==> config.mk <==
export PLATFORM = sky130hd
export DESIGN_NAME = deeac_top
export DESIGN_NICKNAME = d
export VERILOG_FILES = /design/src/verilog/deeac_pkg.sv /design/src/verilog/deeac_mem.sv /design/src/verilog/deeac_top.sv
export SDC_FILE = /design/constraint.sdc
export NUM_CORES = 1
export LEC_CHECK = 0
export BUFFER_PORTS_ARGS = -buffer_cell sky130_fd_sc_hd__buf_2
export CAP_MARGIN = 20
export CORE_ASPECT_RATIO = 0.8
export CORE_MARGIN = 2
export CORE_UTILIZATION = 40
export CTS_BUF_LIST = sky130_fd_sc_hd__clkbuf_16
export DETAILED_ROUTE_END_ITERATION = 8
export HOLD_SLACK_MARGIN = 0.02
export MAX_ROUTING_LAYER = met4
export RECOVER_POWER = 100
export SYNTH_ARGS = -nofsm -noshare
export SYNTH_HDL_FRONTEND = slang
export SYNTH_HIERARCHICAL = 1
export SYNTH_SLANG_ARGS = --single-unit
export TNS_END_PERCENT = 100
==> constraint.sdc <==
create_clock -name clk -period 6.5 [get_ports clk]
set_clock_uncertainty 0.05 [all_clocks]
set_input_delay 0.65 -clock clk [delete_from_list [all_inputs] [get_ports clk]]
set_output_delay 0.65 -clock clk [all_outputs]
set_load 0.02 [all_outputs]
==> src/verilog/deeac_pkg.sv <==
// What this block does
// - Control register holds five low bits; upper bits read as zero.
// - Software may set read and write start bits but never clear them.
// - Hardware clears read or write start bit when that operation ends.
// - A write starts only while the write enable gate is set.
// - Write enable gate is clear after power-up.
// - Pin or watchdog reset during a write sets the write abort flag.
// - After such an abort the data and address registers stay unchanged.
// - Write completion sets the done flag in the peripheral flag register.
// - Hardware never clears the done flag; only software does.
// - Unlock register has no storage and always reads as zero.
// - Unlock register writes serve only the write launch sequence.
// - Data register holds the 8-bit byte read or to be written.
// - Only the low seven address bits select one of 128 bytes.
// - A byte write erases the location before programming it.
// - An internal timer sets write length; write bit stays set meanwhile.
package deeac_pkg;
   localparam int unsigned CLK_HZ = 20_000_000;
   localparam int unsigned ERASE_TIME_US = 2000;
   localparam int unsigned PROG_TIME_US = 2000;
   localparam int unsigned ERASE_CYCLES_DEF =
      ERASE_TIME_US * (CLK_HZ / 1_000_000);
   localparam int unsigned PROG_CYCLES_DEF =
      PROG_TIME_US * (CLK_HZ / 1_000_000);
   localparam int unsigned CNT_W = 24;
   localparam int unsigned DATA_W = 8;
   localparam int unsigned MEM_AW = 7;
   localparam int unsigned MEM_DEPTH = 128;
   ////////////////////////////////////////////////////////////////////////////
   localparam logic [7:0] OFF_CTL = 8'h00;
   localparam logic [7:0] OFF_UNLOCK = 8'h04;
   localparam logic [7:0] OFF_DATA = 8'h08;
   localparam logic [7:0] OFF_ADDR = 8'h0C;
   localparam logic [7:0] OFF_FLAG = 8'h10;
   localparam logic [7:0] OFF_CLR = 8'h14;
   localparam logic [7:0] OFF_IEN = 8'h18;
   localparam int unsigned CTL_RD = 0;
   localparam int unsigned CTL_WR = 1;
   localparam int unsigned CTL_WRITE_ENABLE_GATE = 2;
   localparam int unsigned CTL_WRITE_ABORT_FLAG = 3;
   localparam int unsigned CTL_ARMED = 4;
   localparam int unsigned CTL_BITS = 5;
   localparam int unsigned FLG_WDONE = 0;
   localparam int unsigned FLG_RDONE = 1;
   localparam int unsigned FLG_ABORT = 2;
   localparam int unsigned FLG_BITS = 3;
   localparam logic [7:0] UNLOCK_KEY1 = 8'h55;
   localparam logic [7:0] UNLOCK_KEY2 = 8'hAA;
   localparam logic [7:0] ERASED_BYTE = 8'hFF;
   localparam logic [7:0] DATA_RESET = 8'h00;
   localparam logic [7:0] ADDR_RESET = 8'h00;
   localparam logic [2:0] FLAG_RESET = 3'h0;
   localparam logic [2:0] IEN_RESET = 3'h0;
   ////////////////////////////////////////////////////////////////////////////
   typedef enum logic [1:0] {ST_IDLE, ST_READ, ST_ERASE, ST_PROG}
      deeac_state_type;
   typedef enum logic [1:0] {UNL_NONE, UNL_FIRST, UNL_ARMED}
      deeac_unlock_type;
endpackage

==> src/verilog/deeac_mem.sv <==
`timescale 1ns/10ps
module deeac_mem
#(
   parameter int unsigned DW = 8,
   parameter int unsigned AW = 7
)
(
   input wire logic clk,
   input wire logic we,
   input wire logic re,
   input wire logic [AW-1:0] addr,
   input wire logic [DW-1:0] wdata,
   output logic [DW-1:0] rdata
);
   // No reset: array contents are nonvolatile in spirit
   logic [DW-1:0] mem [0:(1<<AW)-1];

   always_ff @(posedge clk)
   begin
      if (we)
      begin
         mem[addr] <= wdata;
      end
   end

   always_ff @(posedge clk)
   begin
      if (re)
      begin
         rdata <= mem[addr];
      end
   end
endmodule

==> src/verilog/deeac_top.sv <==
`timescale 1ns/10ps
module deeac_top
#(
   parameter int unsigned ERASE_CYCLES = deeac_pkg::ERASE_CYCLES_DEF,
   parameter int unsigned PROG_CYCLES = deeac_pkg::PROG_CYCLES_DEF
)
(
   input wire logic clk,
   input wire logic rst_n,
   input wire logic hsel,
   input wire logic [31:0] haddr,
   input wire logic [1:0] htrans,
   input wire logic hwrite,
   input wire logic [2:0] hsize,
   input wire logic [31:0] hwdata,
   input wire logic hready,
   output logic hreadyout,
   output logic hresp,
   output logic [31:0] hrdata,
   input wire logic external_reset_pin_n,
   input wire logic watchdog_reset,
   output logic irq
);
   import deeac_pkg::*;

   function automatic logic reg_hit(input logic [7:0] a, input logic [7:0] off);
      reg_hit = (a[7:2] == off[7:2]);
   endfunction

   ////////////////////////////////////////////////////////////////////////////
   // Reset pins come from outside the clock domain
   logic [1:0] ext_sync_q;
   logic [1:0] wdt_sync_q;
   logic soft_rst;

   always_ff @(posedge clk or negedge rst_n)
   begin
      if (!rst_n)
      begin
         ext_sync_q <= 2'h3;
         wdt_sync_q <= 2'h0;
      end
      else
      begin
         ext_sync_q <= {ext_sync_q[0], external_reset_pin_n};
         wdt_sync_q <= {wdt_sync_q[0], watchdog_reset};
      end
   end

   assign soft_rst = !ext_sync_q[1] || wdt_sync_q[1];

   ////////////////////////////////////////////////////////////////////////////
   // AHB-Lite slave, zero wait states, always OKAY
   logic acc;
   logic ph_wr_q;
   logic [7:0] ph_addr_q;
   logic [31:0] hrdata_q;
   logic ctl_wr;
   logic unl_wr;
   logic data_wr;
   logic addr_wr;
   logic clr_wr;
   logic ien_wr;

   deeac_state_type state_q;
   deeac_unlock_type unlock_q;
   logic [CNT_W-1:0] cnt_q;
   logic rd_q;
   logic wr_q;
   logic write_enable_gate_q;
   logic write_abort_flag_q;
   logic [7:0] data_q;
   logic [7:0] addr_q;
   logic [FLG_BITS-1:0] flag_q;
   logic [FLG_BITS-1:0] ien_q;
   logic writing;
   logic step_end;
   logic prog_done;
   logic mem_we;
   logic mem_re;
   logic [7:0] mem_wdata;
   logic [7:0] mem_rdata;

   assign acc = hsel && htrans[1] && hready;
   assign hreadyout = 1'b1;
   assign hresp = 1'b0;
   assign hrdata = hrdata_q;
   assign ctl_wr = ph_wr_q && reg_hit(ph_addr_q, OFF_CTL);
   assign unl_wr = ph_wr_q && reg_hit(ph_addr_q, OFF_UNLOCK);
   assign data_wr = ph_wr_q && reg_hit(ph_addr_q, OFF_DATA);
   assign addr_wr = ph_wr_q && reg_hit(ph_addr_q, OFF_ADDR);
   assign clr_wr = ph_wr_q && reg_hit(ph_addr_q, OFF_CLR);
   assign ien_wr = ph_wr_q && reg_hit(ph_addr_q, OFF_IEN);

   function automatic logic [31:0] read_value(input logic [7:0] a);
      read_value = 32'h0000_0000;
      if (reg_hit(a, OFF_CTL))
      begin
         read_value[CTL_BITS-1:0] = {unlock_q == UNL_ARMED, write_abort_flag_q,
            write_enable_gate_q, wr_q, rd_q};
      end
      else if (reg_hit(a, OFF_DATA))
      begin
         read_value[7:0] = data_q;
      end
      else if (reg_hit(a, OFF_ADDR))
      begin
         read_value[7:0] = addr_q;
      end
      else if (reg_hit(a, OFF_FLAG))
      begin
         read_value[FLG_BITS-1:0] = flag_q;
      end
      else if (reg_hit(a, OFF_IEN))
      begin
         read_value[FLG_BITS-1:0] = ien_q;
      end
   endfunction

   // Read data is sampled at the address phase, so a read right behind a
   // write to the same register returns the value before that write
   always_ff @(posedge clk or negedge rst_n)
   begin
      if (!rst_n)
      begin
         ph_wr_q <= 1'b0;
         ph_addr_q <= 8'h00;
         hrdata_q <= 32'h0000_0000;
      end
      else
      begin
         ph_wr_q <= acc && hwrite;
         ph_addr_q <= haddr[7:0];
         hrdata_q <= (acc && !hwrite) ? read_value(haddr[7:0])
            : 32'h0000_0000;
      end
   end

   ////////////////////////////////////////////////////////////////////////////
   // Unlock tracker: keys only count when nothing else is written between
   always_ff @(posedge clk or negedge rst_n)
   begin
      if (!rst_n)
      begin
         unlock_q <= UNL_NONE;
      end
      else if (soft_rst)
      begin
         unlock_q <= UNL_NONE;
      end
      else if (unl_wr)
      begin
         if (hwdata[7:0] == UNLOCK_KEY1)
         begin
            unlock_q <= UNL_FIRST;
         end
         else if (unlock_q == UNL_FIRST && hwdata[7:0] == UNLOCK_KEY2)
         begin
            unlock_q <= UNL_ARMED;
         end
         else
         begin
            unlock_q <= UNL_NONE;
         end
      end
      else if (ph_wr_q)
      begin
         unlock_q <= UNL_NONE;
      end
   end

   ////////////////////////////////////////////////////////////////////////////
   // Sequencer: read, or timed erase then program
   assign writing = (state_q == ST_ERASE) || (state_q == ST_PROG);
   assign step_end = writing && (cnt_q == '0);
   assign prog_done = step_end && (state_q == ST_PROG) && !soft_rst;
   assign mem_we = step_end && !soft_rst;
   assign mem_wdata = (state_q == ST_ERASE) ? ERASED_BYTE : data_q;
   assign mem_re = (state_q == ST_IDLE) && rd_q && !wr_q && !soft_rst;

   always_ff @(posedge clk or negedge rst_n)
   begin
      if (!rst_n)
      begin
         state_q <= ST_IDLE;
         cnt_q <= '0;
      end
      else if (soft_rst)
      begin
         state_q <= ST_IDLE;
         cnt_q <= '0;
      end
      else
      begin
         unique case (state_q)
            ST_IDLE:
            begin
               if (wr_q)
               begin
                  state_q <= ST_ERASE;
                  cnt_q <= CNT_W'(ERASE_CYCLES - 1);
               end
               else if (rd_q)
               begin
                  state_q <= ST_READ;
               end
            end
            ST_READ:
            begin
               state_q <= ST_IDLE;
            end
            ST_ERASE:
            begin
               if (cnt_q == '0)
               begin
                  state_q <= ST_PROG;
                  cnt_q <= CNT_W'(PROG_CYCLES - 1);
               end
               else
               begin
                  cnt_q <= cnt_q - 1'b1;
               end
            end
            ST_PROG:
            begin
               if (cnt_q == '0)
               begin
                  state_q <= ST_IDLE;
               end
               else
               begin
                  cnt_q <= cnt_q - 1'b1;
               end
            end
         endcase
      end
   end

   deeac_mem #(.DW(DATA_W), .AW(MEM_AW)) u_mem
   (
      .clk(clk),
      .we(mem_we),
      .re(mem_re),
      .addr(addr_q[MEM_AW-1:0]),
      .wdata(mem_wdata),
      .rdata(mem_rdata)
   );

   ////////////////////////////////////////////////////////////////////////////
   // Control bits; start bits are set-only from the bus
   always_ff @(posedge clk or negedge rst_n)
   begin
      if (!rst_n)
      begin
         rd_q <= 1'b0;
      end
      else if (soft_rst || state_q == ST_READ)
      begin
         rd_q <= 1'b0;
      end
      else if (ctl_wr && hwdata[CTL_RD] && state_q == ST_IDLE && !wr_q)
      begin
         rd_q <= 1'b1;
      end
   end

   always_ff @(posedge clk or negedge rst_n)
   begin
      if (!rst_n)
      begin
         wr_q <= 1'b0;
      end
      else if (soft_rst || prog_done)
      begin
         wr_q <= 1'b0;
      end
      else if (ctl_wr && hwdata[CTL_WR] && write_enable_gate_q && !rd_q
         && unlock_q == UNL_ARMED && state_q == ST_IDLE)
      begin
         wr_q <= 1'b1;
      end
   end

   always_ff @(posedge clk or negedge rst_n)
   begin
      if (!rst_n)
      begin
         write_enable_gate_q <= 1'b0;
      end
      else if (soft_rst)
      begin
         write_enable_gate_q <= 1'b0;
      end
      else if (ctl_wr)
      begin
         write_enable_gate_q <= hwdata[CTL_WRITE_ENABLE_GATE];
      end
   end

   // Abort set wins over a software write in the same cycle
   always_ff @(posedge clk or negedge rst_n)
   begin
      if (!rst_n)
      begin
         write_abort_flag_q <= 1'b0;
      end
      else if (soft_rst && writing)
      begin
         write_abort_flag_q <= 1'b1;
      end
      else if (ctl_wr)
      begin
         write_abort_flag_q <= hwdata[CTL_WRITE_ABORT_FLAG];
      end
   end

   // Data and address ignore the soft reset and are frozen during a write
   always_ff @(posedge clk or negedge rst_n)
   begin
      if (!rst_n)
      begin
         data_q <= DATA_RESET;
      end
      else if (state_q == ST_READ)
      begin
         data_q <= mem_rdata;
      end
      else if (data_wr && !writing)
      begin
         data_q <= hwdata[7:0];
      end
   end

   always_ff @(posedge clk or negedge rst_n)
   begin
      if (!rst_n)
      begin
         addr_q <= ADDR_RESET;
      end
      else if (addr_wr && !writing && state_q != ST_READ)
      begin
         addr_q <= hwdata[7:0];
      end
   end

   ////////////////////////////////////////////////////////////////////////////
   // Sticky flags, write-one-to-clear, set wins
   logic [FLG_BITS-1:0] flag_set;
   logic [FLG_BITS-1:0] flag_clr;

   always_comb
   begin
      flag_set = '0;
      flag_set[FLG_WDONE] = prog_done;
      flag_set[FLG_RDONE] = (state_q == ST_READ) && !soft_rst;
      flag_set[FLG_ABORT] = soft_rst && writing;
      flag_clr = clr_wr ? hwdata[FLG_BITS-1:0] : '0;
   end

   always_ff @(posedge clk or negedge rst_n)
   begin
      if (!rst_n)
      begin
         flag_q <= FLAG_RESET;
      end
      else
      begin
         flag_q <= (flag_q & ~flag_clr) | flag_set;
      end
   end

   always_ff @(posedge clk or negedge rst_n)
   begin
      if (!rst_n)
      begin
         ien_q <= IEN_RESET;
      end
      else if (ien_wr)
      begin
         ien_q <= hwdata[FLG_BITS-1:0];
      end
   end

   assign irq = |(flag_q & ien_q);
endmodule

### Word level (Yosys, flattened, before mapping)

Memories as Yosys holds them, arrays and structs flattened. A register that Yosys moved wholly into a read port is not among the register bits.
Index checks and enable logic that the tools add are counted.

* output and inout port bits: 35
* ROM bits: 0
* bits in latches: 0
* input bits: 76
* flip-flop bits (word level): 75
* logic and storage cells: 137
* RAM bits: 1024
* memories kept: 1

Memory list
* u_mem.mem: depth 128, bits a word 8, rd ports 1, clocked after memory_dff 1, write ports 1, RTL line deeac_mem.sv:16 `logic [DW-1:0] mem [0:(1<<AW)-1];`

* multipliers: 0
* bitwise gates (word level): 4
* multiplexer cells: 38
* div/mod/pow operators: 0
* reductions and logical operators: 55
* equality and inequality tests: 22
* magnitude comparators: 0
* shift-type cells: 0
* add/sub/neg operators: 1

Operators with widths (count)
* two-way mux 24 bit: 4
* case mux 24 bit (3 select lines): 1
* two-way mux 8 bit: 5
* logical AND 1 bit: 31
* equality test 6 x 2 -> 1 bit, second input constant: 4
* equality test 6 x 3 -> 1 bit, second input constant: 4
* logical NOT 24 bit: 1
* subtractor 24 x 1 -> 24 bit, second input constant: 1
* two-way mux 2 bit: 10
* two-way mux 3 bit: 5
* logical NOT 6 bit: 2
* two-way mux 1 bit: 10
* two-way mux 5 bit: 2
* nonzero test 2 bit: 5
* equality test 8 x 7 -> 1 bit, second input constant: 1
* equality test 8 bit, second input constant: 1
* case mux 2 bit (4 select lines): 1
* bitwise AND 3 bit: 2
* equality test 2 bit, second input constant: 3
* equality test 6 x 1 -> 1 bit, second input constant: 1
* logical NOT 1 bit: 6
* inequality test 3 x 2 -> 1 bit, second input constant: 2
* inequality test 3 bit, second input constant: 2
* AND reduction 3 bit: 2
* 10 further kinds: 14

### Depth between registers and ports, before layout

Gate-level depths: netlist (run 1).

* depth in word-level cells: 9
* depth in mapped cells: 12
* depth with buffers taken out: 9

### Modules after synthesis

Netlist (run 1), hierarchy kept.

Modules (own cells, without submodules)
* deeac_mem: cells each 2475, area an instance 40513.9 µm², seq. area each 30989.7 µm², times used 1
* deeac_top: cells each 402, area an instance 4142.7 µm², seq. area each 1829.3 µm², times used 1

### Least setup slack after synthesis (run 1)

Ideal clock, no wire load.

* path type: flip-flop to flip-flop
* from: register cnt_q[0]
* to: memory u_mem.mem[72][0] (enable)
* data arrival time: 2.750 ns
* cell stages (with the launch flop): 11
* path buffers: 2
* setup slack: 3.305 ns
* required time: 6.055 ns
* cells stage by stage: dfrtp_1 -> inv_1 -> ha_1 -> nor4b_2 -> and4_1 -> buf_6 -> nand2_1 -> nor3_1 -> clkbuf_1 -> nand3_1 -> nor4_1

* cells in the longest elaborated chain, start to end: 5

RTL lines
* start: declaration: RTL line deeac_top.sv:67 `logic [CNT_W-1:0] cnt_q;`
* start signal: assignment: RTL line deeac_top.sv:201 `cnt_q <= CNT_W'(ERASE_CYCLES - 1);`
* start signal: assignment: RTL line deeac_top.sv:217 `cnt_q <= CNT_W'(PROG_CYCLES - 1);`
* start signal: assignment: RTL line deeac_top.sv:221 `cnt_q <= cnt_q - 1'b1;`
* logical NOT 24 bit: RTL line deeac_top.sv:175 `assign step_end = writing && (cnt_q == '0);`
* logical AND 1 bit: RTL line deeac_top.sv:175
* logical AND 1 bit: RTL line deeac_top.sv:177 `assign mem_we = step_end && !soft_rst;`
* net mem_we: RTL line deeac_top.sv:79 `logic mem_we;`
* two-way mux 1 bit: RTL line deeac_mem.sv:20 `if (we)`
* two-way mux 1 bit (implied by the code): RTL line deeac_mem.sv:22 `mem[addr] <= wdata;`
* end: declaration: RTL line deeac_mem.sv:16

The timed path passes the listed nets, and every way through them passes these cells.

==> results of run 1 <==
[layout by cell type (no fill, tap or decap), types with 6 or more instances in the layout]
cell       Yosys  layout
a21oi_1      139     139
a221oi_1     221     222
nand2_1      133     133
edfxtp_1    1032    1032
nor2b_1       18      15
or3_1          9       9
o31ai_1       12      12
a22oi_1       73      73
clkbuf_16      0     104
a31oi_1        9       9
a221o_1       21      21
clkinv_1       0      18
o221ai_1      18      18
nor2_1       268     267
a22o_1        45      45
mux2i_1       84      84
nand4_1       14      14
nand2b_1      20      20
o22a_1        13      13
ha_1           6       6
clkbuf_1      82      35
o22ai_1       24      24
dfrtp_1       71      67
conb_1         2      26
o21ai_0       94      94
nand3_1       22      22
bufinv_16      0      10
mux2_2        71      70
nand4b_1       6       6
mux4_2        12      12
inv_1         14      34
and2_1        10       9
a211oi_1      10      10
buf_4         35      55
o211ai_1      20      20
clkinv_2       0      25
nor3_1        24      24
buf_2         81      15
[cell type report]
| class | instances | area, µm² |
|---|---|---|
| multi-input combinational | 1545 | 10550 |
| timing repair buffer | 116 | 747.0 |
| inverter | 14 | 53.80 |
| tap | 1498 | 1874 |
| fill | 9624 | 61280 |
| clock buffer | 104 | 2603 |
| sequential | 1105 | 32830 |
| clock inverter | 84 | 654.4 |
| antenna | 4 | 10.01 |
[where the power goes]
part           total [mW]  switching (mW)  internal (mW)
Clock                5.91            2.62           3.29
Combinational        1.62            1.28          0.335
Sequential           8.46          0.0643           8.39
[path summary, 6_finish.rpt]
path / from / to / slack [ns] / cells past startpoint
setup reg to reg: addr_q[0]$_DFFE_PN0P_ / u_mem/rdata[7]$_DFFE_PP_ / 0.89 / 9
setup / recovery: addr_q[0]$_DFFE_PN0P_ / u_mem/rdata[7]$_DFFE_PP_ / 0.89 / 9
hold reg to reg: wdt_sync_q[0]$_DFF_PN0_ / wdt_sync_q[1]$_DFF_PN0_ / 0.30 / 0
hold / removal: hwdata[7] / addr_q[7]$_DFFE_PN0P_ / 0.19 / 2
max in group asynchronous: rst_n / addr_q[2]$_DFFE_PN0P_ / 2.34 / 1
min in group asynchronous: rst_n / ph_addr_q[6]$_DFF_PN0_ / 1.29 / 1
[state kept, by name, indices dropped and copies added (netlist names)]
register and cells:
wdt_sync_q 2, cnt_q 24, flag_q 3, data_q 8, hrdata 8, rd_q 1
ext_sync_q 2, addr_q 8, wr_q 1, ien_q 3, write_enable_gate_q 1, write_abort_flag_q 1
unlock_q 2, ph_addr_q 6, state_q 2, u_mem/mem 1024, u_mem/rdata 8, ph_wr_q 1
[cells in the mapped netlist, types with 18 or more instances]
| library cell | number | area [µm²] |
|---|---|---|
| a21oi_1 | 139 | 695.7 |
| a221o_1 | 21 | 210.2 |
| a221oi_1 | 221 | 1936 |
| a22o_1 | 45 | 394.1 |
| a22oi_1 | 73 | 548.0 |
| buf_2 | 81 | 405.4 |
| buf_4 | 35 | 262.8 |
| buf_6 | 27 | 304.0 |
| clkbuf_1 | 82 | 307.8 |
| dfrtp_1 | 71 | 1777 |
| edfxtp_1 | 1032 | 30990 |
| mux2_2 | 71 | 799.5 |
| mux2i_1 | 84 | 840.8 |
| nand2_1 | 133 | 499.2 |
| nand2b_1 | 20 | 125.1 |
| nand3_1 | 22 | 110.1 |
| nor2_1 | 268 | 1006 |
| nor2b_1 | 18 | 112.6 |
| nor3_1 | 24 | 120.1 |
| o211ai_1 | 20 | 150.1 |
| o21ai_0 | 94 | 470.5 |
| o221ai_1 | 18 | 157.7 |
| o22ai_1 | 24 | 150.1 |
[metrics by stage]
step           area, µm²  power [mW]  hold slack (ns)
2_1_floorplan      44750       9.505           0.2812
3_3_place_gp       46160       10.12           0.2834
3_5_place_dp       46160       10.18           0.2870
4_1_cts            49460       16.02          0.05717
5_1_grt            49320       16.45           0.1807
6_report           49320       15.98           0.1916
[routing by layer]
| layer | vias to the layer above | global-route usage [%] | share of wire [%] | routed length [µm] |
|---|---|---|---|---|
| met3 | 290 | 5.674 | 12 | 15220 |
| li1 | 11540 | - | - | - |
| met2 | 1715 | 33.18 | 44 | 56800 |
| met5 | - | - | 0 | 0 |
| met1 | 14230 | 32.54 | 41 | 53410 |
| met4 | 0 | 6.552 | 2.9 | 3802 |
[logic make-up (layout without fill, tap and decap cells)]
kind of cell / count (synthesis) / count (layout)
flip-flops: 1105 / 1105
XOR/XNOR: 3 / 3
multiplexers: 172 / 172
buffers and inverters: 251 / 318
AND/OR/NAND/NOR: 573 / 573
adder cells (fa/ha/maj): 6 / 6
other: 2 / 30
AO/OA/AOI/OAI: 765 / 765
==> results.yml, run 1 <==
timing:
  max_freq_mhz: 178.3
  period_share_pct: 86.27
  rsz0062_at_grt: "false"
  setup_viol: 0
  tns_ns: 0
  hold_violations: 0
  tightestPinTransition_ns: 3.959
  slew_viol_final: 776
  worst_slack_ns: 0.8927
  period_minus_slack_ns: 5.607
  relSlewSlack_pct: -163.9
clocking:
  htree_num_levels: 3
  cts-root-buf: "clkbuf_16"
  tritoncts: "yes"
  cts.reportedPaths.clkPinSlew_ns: 0.07
  cts_resized: 0
  clkSinkCount: 1105
  post_cts_buffers: 0
  cts-hold-fix-buffers: 5
  clk_latency_ns: 0.70
  cts.path.max_buffers: 3
  cts_buffers: 102
place:
  placedCellCount: 4271
  dp_slack_ns: 1.758
  io_buffers: 30
  dp_hpwl_mm: 76.35
  place_congestion: 0.8982
layout:
  area_delta_synth_final_pct: 10.45
  drive_gt1_share_pct: 11.66
  fin_util_pct: 44.59
  fin_nets: 2966
  final_cells: 4470
global_route:
  gr-usage-all-layers_pct: 23.08
  grt_pass1_wl_mm: 187.0
  grt_antenna_before_repair: 2
  gr-total-overflow: 0
  grt_pass1_vias: 26610
  grt_max_degree: 96
yosys:
  netlist_area_um2: 44660
  ys_ff_latch: 1105
  yosysWarnings: 6
  ys_seq_area_share_pct: 73.49
  async_flop_share_pct: 6.606
  ys_types: 93
  synth_enable_flop_cells: 1032
  synth_top_flop_cell: "edfxtp_1"
  synth-simple-area-share_pct: 6.016
  avgSynthCellArea_um2: 15.52
  synth_adder_area_share_pct: 0.1681
  synth_top_family_by_area: "compound AO/OA/AOI/OAI gates"
  syn_inst: 2877
  synth_mux_area_share_pct: 4.413
  synth_compound_area_share_pct: 12.75
  synth_xor_area_share_pct: 0.05884
pwr:
  p_leak_nw: 15.82
  p_per_area_nw_per_um2: 324.0
  vdd_drop_max_v: 0.0003009
critical_path:
  crit_family: "buffers and inverters"
  crit_buf_inv: 2
  cp.required_ns: 6.78
  critPathLaunchType: "flip-flop"
  crit_chain: "clkbuf_1 > buf_4 > nand2b_1 > a21oi_1 > a221oi_1 > o221ai_1 > a32oi_1 > nor2_1 > nand4b_1"
  critPathKind: "reg -> reg"
  cp_slowest_cell: "dfrtp_1"
  cpPeakStageDelay_ns: 1.56
  crit_path_end_kind: "flip-flop"
  cp_max_fo: 32
  worstPathArrival_ns: 5.89
route:
  dr.pass1.iters: 6
  dr_total_vias: 27780
  routed_wl_mm: 129.2
  drc: 0
  post_drt_wl_per_cell_um: 28.91
  drtIter0Drc: 3665
  avgViaCountPerCell: 6.214
  ant_nets: 0
floorplan:
  dieWidth_um: 377.6
  die_h_um: 302.9
  io_pins: 111
  die_area_um2: 114300
  rows: 109
  start_util_pct: 40.37
  core_area_um2: 110600
hold_path:
  hold_path_class: "in -> reg"
job:
  cap_violations: 17
status:
  status: "complete, but fails checks"
  violations: "max-capacitance violations, max-slew violations"
Power figures use the tool's default switching activity.
==> run 2: changes to the inputs <==
--- a/config.mk
+++ b/config.mk
@@ -5,6 +5,7 @@
 export SDC_FILE = /design/constraint.sdc
 export NUM_CORES = 1
 export LEC_CHECK = 0
+export ABC_AREA = 1
 export BUFFER_PORTS_ARGS = -buffer_cell sky130_fd_sc_hd__buf_2
 export CAP_MARGIN = 20
 export CORE_ASPECT_RATIO = 0.8
==> constraint.sdc (replaced) <==
create_clock -name clk -period 6.7 [get_ports clk]
set_clock_uncertainty 0.05 [all_clocks]
set_input_delay 0.67 -clock clk [delete_from_list [all_inputs] [get_ports clk]]
set_output_delay 0.67 -clock clk [all_outputs]
set_load 0.02 [all_outputs]
==> run 2 against run 1 <==
Against the previous run:
- the flow still finishes with violations (max-capacitance violations, max-slew violations)
- synthesized cell count up 73%
- combinational power shrank 4%
- sequential power fell by 2.4%
- via count rose by 18%
- critical path depth down 4
- sequential cell count stayed put
- die area is 8.4% higher
- first-iteration DRC count is 9.6% lower
- wire length decreased by 6.2%
- critical endpoint is now u_mem/mem[23][3]$_DFFE_PP_
- largest cell class unchanged
- largest power group unchanged
==> results.yml, run 2 <==
pwr:
  clkPwrFrac_pct: 38.7
  seq_power_share_pct: 51.6
  switching_share_pct: 24.91
  p_leak_nw: 22.06
  p_per_area_nw_per_um2: 299.9
  design_power_total_mw: 16.00
  combPwrFrac_pct: 9.7
  p_sw_mw: 3.986
  vdd_drop_max_v: 0.0002123
  internal-power_mw: 12.01
floorplan:
  io_pins: 111
  rows: 114
  start_util_pct: 40.22
  core_area_um2: 120500
  die_area_um2: 124000
  die_h_um: 315.4
  dieWidth_um: 393.2
critical_path:
  rr_startpoint: "state_q[0]$_DFFE_PN0P_"
  startpoint: "state_q[0]$_DFFE_PN0P_"
  cp_max_fo: 88
  critPathKind: "reg -> reg"
  crit_path_end_kind: "flip-flop"
  critPathLaunchType: "flip-flop"
  worstPathArrival_ns: 5.08
  cp.required_ns: 6.86
clocking:
  cts-root-buf: "clkbuf_16"
  tritoncts: "yes"
  clk_latency_ns: 0.73
  cts_buffers: 108
  cts.path.max_buffers: 3
  htree_num_levels: 3
  clkSinkCount: 1105
  post_cts_buffers: 0
  cts.reportedPaths.clkPinSlew_ns: 0.06
  cts_resized: 0
  cts-hold-fix-buffers: 6
job:
  cap_violations: 11
layout:
  layout_commonest_cell: "nand2_1"
  regMostFlops: "u_mem/mem"
  largest_reg_flops: 1024
  fin_nets: 5030
  drive_gt1_share_pct: 5.136
  diodes: 0
  fin_util_pct: 44.26
  largestRegisters: "u_mem/mem: 1024 flops, cnt_q: 24 flops"
  area_delta_synth_final_pct: 10.05
  fillers: 11350
  final_cell_mix: "nand2_1, edfxtp_1, nor2_1, inv_1, clkbuf_16"
timing:
  period_minus_slack_ns: 4.913
  setup_viol: 0
  relSlewSlack_pct: -169.4
  tightestPinTransition_ns: 4.041
  period_share_pct: 73.33
  slew_viol_final: 814
  worst_slack_ns: 1.787
  tns_ns: 0
  hold_violations: 0
  max_freq_mhz: 203.5
  rsz0062_at_grt: "false"
  whs_ns: 0.08267
yosys:
  yosysTopAreaCellShare_pct: 63.93
  ys_types: 49
  synth_area_leaders: "edfxtp_1, nand2_1, dfrtp_1, nor2_1, buf_2"
  netlist_area_um2: 48470
  yosys.area.top_type: "edfxtp_1"
  synth-simple-area-share_pct: 27.13
  synth_adder_area_share_pct: 0.1549
  synth_enable_flop_cells: 1032
  ys_seq_area_share_pct: 67.71
  async_flop_share_pct: 6.606
  yosysWarnings: 6
  synth_top_family_by_area: "simple AND/OR/NAND/NOR gates"
  yosys-top-cells-count: "nand2_1, edfxtp_1, nor2_1, inv_1, buf_2"
  synth_compound_area_share_pct: 0.9318
  synth_most_common_cell: "nand2_1"
  ys_ff_latch: 1105
  synth_xor_area_share_pct: 0.1084
  syn_inst: 4988
  avgSynthCellArea_um2: 9.718
  synth_top_flop_cell: "edfxtp_1"
  synth_mux_area_share_pct: 0
status:
  violations: "max-capacitance violations, max-slew violations"
  status: "complete, but fails checks"
global_route:
  grt_pass1_wl_mm: 185.2
  gr-usage-all-layers_pct: 20.13
  gr-total-overflow: 0
  grt_pass1_vias: 30650
  grt_antenna_before_repair: 0
  grt_max_degree: 186
place:
  place_congestion: 0.8864
  io_buffers: 30
  dp_slack_ns: 2.824
  dp_hpwl_mm: 68.24
route:
  drc: 0
  ant_nets: 0
  drtIter0Drc: 3314
  dr_total_vias: 32860
  dr.pass1.iters: 5
  avgViaCountPerCell: 4.928
  post_drt_wl_per_cell_um: 18.18
  routed_wl_mm: 121.2
hold_path:
  hp-start: "haddr[3]"
  hold_path_class: "in -> reg"
run 2: changes by cell type in the layout (fill, tap and decap cells not counted), moves of 58 or more:
cell      delta
a22oi_1     -72
mux2i_1     -84
mux2_2      -70
a221oi_1   -222
a21oi_1    -127
nand2_1   +2815
inv_1      +117
o21ai_0     -58
run 2: per-stage QoR:
stage	instances	cell area [µm²]
after floorplan	5012	48560
after global placement	6456	49820
after detailed placement	6456	49820
after CTS	6667	53510
after global routing	6667	53340
final	6667	53340
run 2: cell families after synthesis:
group	count (synthesis)
AOI/OAI and AO/OA	74
xor gates and xnor gates	6
adders and majority gates	6
buffers and inverters	391
DFF	1105
other	2
and+or+nand+nor	3404
run 2: layout make-up:
cell class	count	area [µm²]	share of cell area, %
multi-input combinational	3516	13770	25.81
timing repair buffer	76	525.5	0.9852
clock buffer	111	2778	5.207
tap	1624	2032	3.809
clock inverter	94	853.3	1.600
sequential	1105	32830	61.55
inverter	141	556.8	1.044
run 2: worst paths after layout:
check	to	depth (start not counted)	slack, ns
max in group asynchronous	addr_q[2]$_DFFE_PN0P_	1	2.44
max reg2reg	u_mem/mem[23][3]$_DFFE_PP_	5	1.79
min in group asynchronous	cnt_q[2]$_DFFE_PN0P_	1	1.31
min	ph_addr_q[3]$_DFF_PN0_	1	0.08
min reg2reg	wdt_sync_q[1]$_DFF_PN0_	0	0.31
max	u_mem/mem[23][3]$_DFFE_PP_	5	1.79
run 2: layer usage:
layer,GRT usage (%),wire length (µm)
met1,29.17,56100
met2,29.45,53430
met3,3.638,8926
met4,4.711,2780
met5,-,0
run 2: critical path: stages, from the launching register on:
cell,delay [ns]
dfrtp_1,0.42
inv_1,0.10
ha_1,0.41
clkinvlp_2,0.44
nand2_1,1.29
clkbuf_2,1.64
run 2: power groups by stage:
stage / combinational (mW) / sequential (mW) / clock, mW
4_1_cts: 1.58 / 8.21 / 6.32
3_5_place_dp: 1.57 / 8.36 / 0
6_report: 1.55 / 8.26 / 6.19
3_3_place_gp: 1.55 / 8.35 / 0
5_1_grt: 1.72 / 8.26 / 6.58
2_1_floorplan: 0.917 / 8.39 / 0
